<file path="src/pkg/power_down_pkg.sv">
package power_down_pkg;

    // ************************************************************
    // Timing counts
    // ************************************************************
    localparam logic [3:0] MC_CLKS          = 4'hc;
    localparam logic [7:0] RESET_MC_CYCLES  = 8'h02;

    // ************************************************************
    // Status line thresholds on a 10-bit converter code
    // ************************************************************
    localparam logic [9:0] STATUS_NORMAL_CODE = 10'h332;
    localparam logic [9:0] STATUS_LOW_CODE    = 10'h2cc;

    // ************************************************************
    // Types
    // ************************************************************
    typedef enum logic [5:0] {
        ST_RUN      = 6'h01,
        ST_PD_RESET = 6'h02,
        ST_OSC_STOP = 6'h04,
        ST_PORT_HIZ = 6'h08,
        ST_SLEEP    = 6'h10,
        ST_WAKE     = 6'h20
    } pd_state_t;

    typedef struct packed {
        logic core_reset;
        logic osc_enable;
        logic port_hiz;
        logic hard_sleep_state;
    } core_ctrl_t;

    typedef struct packed {
        logic       valid;
        logic [9:0] code;
    } status_sample_t;

endpackage : power_down_pkg

</file>
<file path="src/design/hard_power_down_seq.sv">
`timescale 1ns/1ps
`default_nettype none

module hard_power_down_seq #(
    parameter logic [3:0] MC_LEN    = power_down_pkg::MC_CLKS,
    parameter logic [7:0] RESET_MCS = power_down_pkg::RESET_MC_CYCLES,
    parameter logic [9:0] NORM_CODE = power_down_pkg::STATUS_NORMAL_CODE,
    parameter logic [9:0] LOW_CODE  = power_down_pkg::STATUS_LOW_CODE
) (
    input  wire logic                            sys_clk,
    input  wire logic                            arst_n,
    input  wire logic                            power_down_request_n,
    input  wire logic                            ext_reset_n,
    input  wire power_down_pkg::status_sample_t  status_sense_input,
    input  wire logic                            save_done,
    output var  power_down_pkg::core_ctrl_t      core_ctrl,
    output logic                                 regulator_hold_output,
    output logic                                 standby_pending,
    output logic                                 program_start
);
    import power_down_pkg::*;

    // ************************************************************
    // Elaboration checks
    // ************************************************************
    generate
        if (MC_LEN < 4'h2) begin : g_bad_mc
            $error("Machine cycle must span at least two clocks.");
        end
        if (RESET_MCS == 8'h00) begin : g_bad_rst
            $error("Reset phase must last at least one machine cycle.");
        end
        if (LOW_CODE >= NORM_CODE) begin : g_bad_thr
            $error("Low status code must lie below the normal code.");
        end
    endgenerate

    // ************************************************************
    // State
    // ************************************************************
    typedef struct packed {
        pd_state_t  st;
        logic       req_meta;
        logic       req_sync;
        logic       rst_meta;
        logic       rst_sync;
        logic [3:0] mc_cnt;
        logic [7:0] phase_cnt;
        logic       hold;
        logic       pending;
        logic       start;
        core_ctrl_t ctrl;
    } seq_state_t;

    localparam seq_state_t STATE_RST = '{
        st:        ST_RUN,
        req_meta:  1'b1,
        req_sync:  1'b1,
        rst_meta:  1'b1,
        rst_sync:  1'b1,
        mc_cnt:    4'h0,
        phase_cnt: 8'h00,
        hold:      1'b0,
        pending:   1'b0,
        start:     1'b0,
        ctrl:      '{core_reset: 1'b0, osc_enable: 1'b1,
                     port_hiz: 1'b0, hard_sleep_state: 1'b0}
    };

    seq_state_t state_ff;
    seq_state_t nxt_state;
    logic       mc_tick;

    // The divider only runs while the oscillator is enabled.
    assign mc_tick = state_ff.ctrl.osc_enable
                     && (state_ff.mc_cnt == MC_LEN - 4'h1);

    // ************************************************************
    // Next state
    // ************************************************************
    always_comb begin
        nxt_state = state_ff;
        nxt_state.start = 1'b0;
        // Only the second stage is read by any logic.
        nxt_state.req_meta = power_down_request_n;
        nxt_state.req_sync = state_ff.req_meta;
        nxt_state.rst_meta = ext_reset_n;
        nxt_state.rst_sync = state_ff.rst_meta;

        if (!state_ff.ctrl.osc_enable || mc_tick) begin
            nxt_state.mc_cnt = 4'h0;
        end else begin
            nxt_state.mc_cnt = state_ff.mc_cnt + 4'h1;
        end

        unique case (state_ff.st)
            ST_RUN: begin
                if (!state_ff.rst_sync) begin
                    nxt_state.st = ST_WAKE;
                    nxt_state.phase_cnt = 8'h00;
                    nxt_state.ctrl.core_reset = 1'b1;
                end else if (mc_tick && !state_ff.req_sync) begin
                    nxt_state.st = ST_PD_RESET;
                    nxt_state.phase_cnt = 8'h00;
                    nxt_state.ctrl.core_reset = 1'b1;
                end
            end
            ST_PD_RESET: begin
                if (!state_ff.rst_sync) begin
                    nxt_state.st = ST_WAKE;
                    nxt_state.phase_cnt = 8'h00;
                end else if (mc_tick) begin
                    nxt_state.phase_cnt = state_ff.phase_cnt + 8'h01;
                    if (state_ff.phase_cnt == RESET_MCS - 8'h01) begin
                        nxt_state.st = ST_OSC_STOP;
                        nxt_state.ctrl.osc_enable = 1'b0;
                    end
                end
            end
            ST_OSC_STOP: begin
                // Ports float only after the clock has stopped.
                nxt_state.st = ST_PORT_HIZ;
                nxt_state.ctrl.port_hiz = 1'b1;
            end
            ST_PORT_HIZ: begin
                nxt_state.st = ST_SLEEP;
                nxt_state.ctrl.hard_sleep_state = 1'b1;
            end
            ST_SLEEP: begin
                // No machine cycles exist here, so wake is level driven.
                if (!state_ff.rst_sync || state_ff.req_sync) begin
                    nxt_state.st = ST_WAKE;
                    nxt_state.phase_cnt = 8'h00;
                    nxt_state.ctrl = '{core_reset: 1'b1,
                                       osc_enable: 1'b1,
                                       port_hiz: 1'b0,
                                       hard_sleep_state: 1'b0};
                end
            end
            ST_WAKE: begin
                // The reset sequence is held while the reset pin is low.
                if (!state_ff.rst_sync) begin
                    nxt_state.phase_cnt = 8'h00;
                end else if (mc_tick) begin
                    nxt_state.phase_cnt = state_ff.phase_cnt + 8'h01;
                    if (state_ff.phase_cnt == RESET_MCS - 8'h01) begin
                        nxt_state.st = ST_RUN;
                        nxt_state.ctrl.core_reset = 1'b0;
                        nxt_state.start = 1'b1;
                        nxt_state.hold = 1'b0;
                        nxt_state.pending = 1'b0;
                    end
                end
            end
        endcase

        // Firmware duties run only while code executes.
        if (state_ff.st == ST_RUN && !state_ff.ctrl.core_reset) begin
            if (status_sense_input.valid) begin
                if (status_sense_input.code >= NORM_CODE) begin
                    nxt_state.pending = 1'b0;
                end else if (status_sense_input.code < LOW_CODE) begin
                    nxt_state.pending = 1'b1;
                end
            end
            // Hold stays low through the save; done only switches it on.
            if (state_ff.pending && save_done) begin
                nxt_state.hold = 1'b1;
            end
        end
    end

    always_ff @(posedge sys_clk or negedge arst_n) begin
        if (!arst_n) begin
            state_ff <= STATE_RST;
        end else begin
            state_ff <= nxt_state;
        end
    end

    assign core_ctrl             = state_ff.ctrl;
    assign regulator_hold_output = state_ff.hold;
    assign standby_pending       = state_ff.pending;
    assign program_start         = state_ff.start;
endmodule : hard_power_down_seq

`default_nettype wire

</file>
<file path="config.mk">
export PLATFORM = sky130hd
export DESIGN_NAME = hard_power_down_seq
export DESIGN_NICKNAME = d
export VERILOG_FILES = /design/src/pkg/power_down_pkg.sv /design/src/design/hard_power_down_seq.sv
export SDC_FILE = /design/constraint.sdc
export NUM_CORES = 1
export LEC_CHECK = 0
export ABC_AREA = 0
export BUFFER_PORTS_ARGS = -buffer_cell sky130_fd_sc_hd__buf_2
export CORE_MARGIN = 2
export CORE_UTILIZATION = 35
export CTS_CLUSTER_DIAMETER = 80
export DETAILED_ROUTE_END_ITERATION = 6
export SLEW_MARGIN = 15
export SYNTH_ARGS = -nofsm -noshare
export SYNTH_HDL_FRONTEND = slang
export SYNTH_SLANG_ARGS = --single-unit
</file>
<file path="constraint.sdc">
create_clock -name sys_clk -period 4.8 [get_ports sys_clk]
set_input_delay 0.72 -clock sys_clk [delete_from_list [all_inputs] [get_ports sys_clk]]
set_output_delay 0.72 -clock sys_clk [all_outputs]
set_load 0.02 [all_outputs]
</file>
# [After elaboration in Yosys (flattened, before gate mapping)]
# Index checks and enable logic that the tools add are counted.
# Widths: inputs -> output; s select.
[op_classes] reduce_logical=21 muxes=37 order_cmp=2 eq_ne=19 n_addsub=2
[ops] operator="$mux 6" count=9
[ops] operator="$mux 8" count=6
[ops] operator="$pmux 6 s6" count=1
[ops] operator="$pmux 8 s4" count=1
[ops] operator="$mux 4" count=4
[ops] operator="$ne 2x2->1 const B" count=7
[ops] operator="$mux 12" count=1
[ops] operator="$ne 3x3->1 const B" count=4
[ops] operator="$ge 10x10->1 const B" count=1
[ops] operator="$lt 10x10->1 const B" count=1
[ops] operator="$reduce_and 5->1" count=2
[ops] operator="$mux 1" count=9
[ops] operator="$add 8x1->8 const B" count=1
[ops] operator="$eq 8x1->1 const B" count=1
[ops] operator="$reduce_and 7->1" count=1
[ops] operator="$eq 6x1->1 const B" count=1
[ops] operator="$eq 6x2->1 const B" count=1
[ops] operator="$eq 6x3->1 const B" count=1
[ops] operator="$eq 6x4->1 const B" count=1
[ops] operator="$eq 6x5->1 const B" count=1
[ops] operator="$eq 6x6->1 const B" count=1
[ops] operator="$pmux 1 s2" count=3
[ops] operator="$reduce_and 6->1" count=1
[ops] operator="$reduce_bool 2->1" count=3
[ops] operator="11 further kinds" count=19
[totals] register_bits=29 out_inout_bits=7 input_bits=16 wordCells=95

# [Depth between registers and ports, before layout]
# Gate-level depths: netlist of run 1.
[depth] word_depth=9 ltp_mapped=7 depth_no_buf=6

# [Least setup slack after synthesis of run 1]
# OpenSTA, ideal clock, no wires.
[synth_path] kind="register to register" from="register state_ff[26] in the netlist's numbering" to="register state_ff[8] in the netlist's numbering" arrival_ns=1.751 stages_incl_launch_ff=7 synth_period_minus_slack_ns=1.875 setup_slack_ns=2.925 required_ns=4.675 setup_time_ns=0.125 path_buffers=1 cell_sequence="dfrtp_1 buf_6 nor3_1 nand2_1 mux2_4 nor2_1 mux2_2"
[synth_between] elab_chain_cells=3 word_cells_on_any_way=11 classes_between="eq/ne: 8; mux: 1; reduce/logical: 2"
[synth_rtl] item="start: declaration" line="hard_power_down_seq.sv:70" source="seq_state_t state_ff;"
[synth_rtl] item="start signal: assignment" line="hard_power_down_seq.sv:177" source="state_ff <= nxt_state;"
[synth_rtl] item="$eq 6x6->1 (tied with other cells)" line="hard_power_down_seq.sv:96" source="unique case (state_ff.st)"
[synth_rtl] item="$ne 3x3->1 (no line) (tied with other cells)"
[synth_rtl] item="$reduce_and 5->1 (no line)"
# Parallel ways exist; a longest one is shown, timed or not.
# A chain may end at the register's enable or synchronous reset.

# [Worst setup path after layout of run 1]
[layout_path] from="register state_ff[26] in the netlist's numbering" to="register state_ff[28] in the netlist's numbering"
[layout_between] elab_chain_cells=3 word_cells_on_any_way=15 classes_between="eq/ne: 13; mux: 1; reduce/logical: 1"
[layout_rtl] item="$eq 6x2->1 (tied with other cells)" line="hard_power_down_seq.sv:96"
[layout_rtl] item="$ne 3x3->1 (no line) or $ne 2x2->1 (tied branches)"
[layout_rtl] item="$reduce_and 7->1 (no line)"
# Parallel ways exist; a longest one is shown, timed or not.

==> results.yml, run 1 <==
global_route:
  grt_pass1_wl_um: 5934
  antenna_found_initial: 0
  track_usage: 0.1452
  overflow: 0
  grt_max_degree: 30
  grt_pass1_vias: 1269
setup_path:
  rrSetupSlack_ns: 2.35
  worstPathCellList: "nor4_1 -> o21ai_1 -> a21oi_1 -> nor3_1 -> mux2_2"
  worstSetupEndpointType: "flip-flop"
  critPathBufInv: 0
  critPathLaunchType: "flip-flop"
  crit_required_ns: 4.96
  path_class: "flip-flop to flip-flop"
  rr_worst_depth: 5
  cp_slowest_cell: "a21oi_1"
  path_depth: 5
  cp.arrival_ns: 2.62
  slowest_delay_ns: 0.67
  critical_path.max_fanout: 11
  crit_family: "compound AO/OA/AOI/OAI gates"
clock_network:
  cts_buffers: 5
  cts_hold_buf: 0
  post_cts_resized: 0
  cts_tree: "done"
  clk_pin_slew_worst_paths_ns: 0.07
  clock_latency_ns: 0.28
  clock-sinks: 29
  htree_levels: 2
  cts_buffer_depth: 2
  post_cts_buffers: 0
  cts_root_buffer: "clkbuf_8"
synthesis:
  syn_area_sq_mm: 0.001675
  synth_flop_cell: "dfrtp_1"
  ys_seq_area_frac: 0.4376
  synth_top_cell_area_share: 0.3435
  ys_top_cells_by_area: "dfrtp_1 34%, dfstp_2 9.4%, o31ai_1 4.0%, a21oi_1 3.3%, nor2_1 2.9%"
  yosys_register_bits: 29
  ys_types: 51
  async_flop_share: 1.000
  synth_nets: 188
  avgSynthCellArea_sq_um: 9.913
  synth_edf_count: 0
  syn_inst: 169
  yosysTopAreaCell: "dfrtp_1"
  ys_warn_count: 0
drt:
  detail_route.wl_per_cell_um: 14.21
  drt_pre_antenna_iters: 4
  wirelength_um: 3467
  drc: 0
  drt_first_iter_violations: 139
  ant_nets: 0
  viasPerCell: 5.561
  dr_total_vias: 1357
timing:
  finalSetupViolCount: 0
  post-route-min-period_ns: 2.454
  timing.fmax_mhz: 407.5
  max_slew.worst_pin.slew_ns: 0.7971
  hold_viol: 0
  slew-limit-headroom: 0.4686
  slew_violations: 0
  rsz0062_at_grt: "false"
  min_period_over_period: 0.5112
  fin_skew_ns: 0.006831
  setup_tns_ns: 0
job:
  cap_violations: 0
power:
  peakVddDrop_v: 0.0001377
  p_per_area_mw_per_mm2: 261.7
  p_leak_nw: 0.8935
cells_and_area:
  diodes: 0
  fin_nets: 208
  utilization: 0.4043
  drive_gt1_frac: 0.2316
  final_common_cell: "dfrtp_1"
  final_cell_mix: "23 x dfrtp_1, 21 x buf_2, 13 x nor2_1, 11 x a21oi_1, 10 x nand2_1"
  area_delta_synth_final_pct: 12.47
die:
  rows: 25
  die_h_um: 73.19
  fp.coreArea_sq_mm: 0.004661
  die-area_sq_mm: 0.005356
  ios: 23
  die_w_um: 73.19
  start_util: 0.3595
placement:
  gp_congestion: 0.8535
  hpwl_um: 2412
  io_buffer_count: 21
hold_path:
  hold-path-cell-count: 0
  hold_class: "flip-flop to flip-flop"
status:
  outcome: "complete, no violations"
## area by class of cell
class | count | area, sq um
clock buffer | 7 | 96.34
timing repair buffer | 21 | 105.1
multi-input combinational | 125 | 850.8
sequential | 29 | 733.2
clock inverter | 1 | 5.005
fill | 469 | 2776
tap | 54 | 67.56
inverter | 7 | 26.28
## state kept, by name (all words and copies together) (netlist names)
signal and cells:
state_ff 20, core_ctrl 4, regulator_hold_output 1, nxt_state 2
program_start 1, standby_pending 1
## worst register-to-register path, stage by stage, from the launching register on
cell and delay [ns]:
dfrtp_1 0.51, nor4_1 0.48, o21ai_1 0.13, a21oi_1 0.67
nor3_1 0.22, mux2_2 0.32
## worst paths after layout
check	start	endpoint
max reg2reg	state_ff[26]	state_ff[28]
max	state_ff[26]	state_ff[28]
max in group asynchronous	arst_n	state_ff[24]
min	nxt_state[19]	state_ff[19]
min in group asynchronous	arst_n	state_ff[18]
min reg2reg	nxt_state[19]	state_ff[19]
## layer usage
| metal | vias to the layer above | global-route usage | share of wire |
|---|---|---|---|
| met5 | - | 0 | 0 |
| met4 | 0 | 0.07407 | 0.026 |
| met3 | 10 | 0.04420 | 0.055 |
| met2 | 38 | 0.2222 | 0.43 |
| met1 | 638 | 0.1843 | 0.49 |
| li1 | 671 | - | - |
## where the power goes
group | leakage, nW | switching [mW] | internal, mW
Clock | 0.0542 | 0.0954 | 0.129
Sequential | 0.369 | 0.00236 | 0.248
Combinational | 0.470 | 0.0109 | 0.00704
Total | 0.893 | 0.109 | 0.384
## cells in the mapped netlist, drive strengths merged, types with 5 or more instances
library cell and instances:
nand3 8, o31ai 9, inv 7, nand2 10, and3 7, o21ai 9, a21oi 11, dfstp 6
nor2 13, buf 8, nand2b 5, nor4 5, dfrtp 23
## kinds of logic after synthesis
kind of cell,synth area share
and+or+nand+nor,0.2450
AOI/OAI and AO/OA,0.1957
DFF,0.4376
buffers and inverters,0.05452
muxes,0.03435
adders and majority gates,0.02241
xor gates and xnor gates,0.01046
## per-stage QoR
step / hold WS [ns] / total power [mW] / area [sq um] / cells / setup WS, ns
after global placement: 0.3465 / 0.2731 / 1783 / 236 / 2.345
after CTS: 0.3558 / 0.5028 / 1884 / 244 / 2.363
after global routing: 0.3595 / 0.5144 / 1884 / 244 / 2.204
after floorplan: 0.3452 / 0.2595 / 1675 / 169 / 2.925
after detailed placement: 0.3468 / 0.2732 / 1783 / 236 / 2.400
final: 0.3549 / 0.4932 / 1884 / 244 / 2.346
No activity file was read; power rests on OpenSTA's default activity.
==> run 2, diff against run 1 <==
Clock period 4.8 ns to 2.3 ns, I/O delays scaled along.
==> results.yml, run 2 (synthesized netlist as in run 1, its figures left out) <==
drt:
  detail_route.wl_per_cell_um: 14.03
  wirelength_um: 3493
  drt_pre_antenna_iters: 4
  drc: 0
  viasPerCell: 5.574
  dr_total_vias: 1388
  ant_nets: 0
  drt_first_iter_violations: 90
cells_and_area:
  top_register: "state_ff"
  drive_gt1_frac: 0.2564
  nFillCells: 459
  largest_reg_flops: 20
  diodes: 0
  fin_nets: 213
  final_common_cell: "dfrtp_1"
  final_cell_mix: "23 x dfrtp_1, 21 x buf_2, 13 x nor2_1, 11 x a21oi_1, 10 x nand2_1"
  area_delta_synth_final_pct: 15.09
  utilization: 0.4137
power:
  p_sw_frac: 0.2173
  p_sw_mw: 0.2227
  internal-power_mw: 0.8023
  comb_power_share: 0.036
  peakVddDrop_v: 0.0002146
  p_leak_nw: 0.9193
  power_frac_clock: 0.454
  seq_power_share: 0.510
  p_per_area_mw_per_mm2: 531.6
clock_network:
  cts_root_buffer: "clkbuf_8"
  cts_tree: "done"
  post_cts_buffers: 0
  cts_buffers: 5
  htree_levels: 2
  clk_pin_slew_worst_paths_ns: 0.06
  clock-sinks: 29
  cts_buffer_depth: 2
  clock_latency_ns: 0.28
timing:
  finalSetupViolCount: 0
  post-route-min-period_ns: 2.056
  max_slew.worst_pin.slew_ns: 0.6412
  rsz0062_at_grt: "false"
  fin_skew_ns: 0.002568
  min_period_over_period: 0.8940
  timing.fmax_mhz: 486.3
  slew-limit-headroom: 0.5725
  whs_ns: 0.08055
  slew_violations: 0
  setup_tns_ns: 0
  hold_viol: 0
setup_path:
  rr_worst_depth: 5
  cp_slowest_cell: "dfrtp_1"
  slowest_delay_ns: 0.52
  crit_path_start: "state_ff[26]"
  critPathBufInv: 0
  critical_path.max_fanout: 11
  crit_required_ns: 2.47
  r2r_start: "state_ff[26]"
  path_class: "flip-flop to flip-flop"
  worstSetupEndpointType: "flip-flop"
  critPathLaunchType: "flip-flop"
  worstPathCellList: "nor4_4 -> a22oi_1 -> mux2_4 -> nor2_1 -> mux2_2"
  cp.arrival_ns: 2.22
  rr_endpoint: "state_ff[8]"
  rrSetupSlack_ns: 0.24
  crit_family: "multiplexers"
global_route:
  antenna_found_initial: 0
  overflow: 0
  grt_pass1_wl_um: 6037
  grt_max_degree: 30
  track_usage: 0.1478
  grt_pass1_vias: 1301
die:
  start_util: 0.3595
  fp.coreArea_sq_mm: 0.004661
  die_w_um: 73.19
  die_h_um: 73.19
  ios: 23
  die-area_sq_mm: 0.005356
  rows: 25
status:
  outcome: "complete, no violations"
placement:
  gp_congestion: 0.8512
  io_buffer_count: 21
  hpwl_um: 2484
hold_path:
  hold_class: "input pin to asynchronous set/reset pin"
job:
  cap_violations: 0
-- run 2: cell types whose count changed in the layout (fill, tap and decap cells not counted) --
cell    previous run  this run
buf_4              0         5
nor4_2             0         1
nor4_1             4         3
-- run 2: final cells by class --
type / instances / area, sq um / share of cell area
Tap cell: 54 / 67.56 / 0.03504
Multi-Input combinational cell: 125 / 857.1 / 0.4445
Timing Repair Buffer: 26 / 142.6 / 0.07398
Clock inverter: 1 / 5.005 / 0.002596
Inverter: 7 / 26.28 / 0.01363
Sequential cell: 29 / 733.2 / 0.3803
Clock buffer: 7 / 96.34 / 0.04997
-- run 2: through the flow --
stage               area, sq um  total power, mW  setup slack [ns]  instances
floorplan                  1675           0.5415            0.4247        169
global placement           1821           0.5692            0.1937        241
detailed placement         1821           0.5699            0.2197        241
CTS                        1922            1.045            0.2083        249
global route               1928            1.073            0.1027        249
finish                     1928            1.025            0.2438        249
-- run 2: how the worst max path moves through the flow --
stage	to	cells past startpoint	slack (ns)
after CTS	state_ff[28]	5	0.21
after global placement	state_ff[28]	5	0.19
after detailed placement	state_ff[28]	5	0.22
final	state_ff[8]	5	0.24
after floorplan	state_ff[8]	6	0.42
after global routing	state_ff[7]	5	0.10
-- run 2: power by group through the flow --
| stage | Sequential [mW] | Clock (mW) | Combinational (mW) |
|---|---|---|---|
| after floorplan | 0.531 | 0 | 0.0109 |
| after global placement | 0.531 | 0 | 0.0382 |
| after detailed placement | 0.531 | 0 | 0.0387 |
| after CTS | 0.522 | 0.484 | 0.0387 |
| after global routing | 0.523 | 0.507 | 0.0428 |
| final | 0.522 | 0.466 | 0.0370 |
-- run 2: worst register-to-register path: stages, from the launching register on --
cell and delay [ns]:
dfrtp_1 0.52, nor4_4 0.43, a22oi_1 0.16, mux2_4 0.33, nor2_1 0.15, mux2_2 0.35
-- run 2: timing repair --
action	4_1_cts	5_1_grt
gates resized for setup	0	1
setup endpoints to repair	0	8
hold buffers	0	0
-- run 2: routing by layer --
metal | up-vias | GRT usage | wire [um]
li1 | 682 | - | -
met1 | 660 | 0.2048 | 1689
met2 | 40 | 0.2112 | 1549
met3 | 6 | 0.04420 | 196
met4 | 0 | 0.06584 | 58
met5 | - | 0 | 0
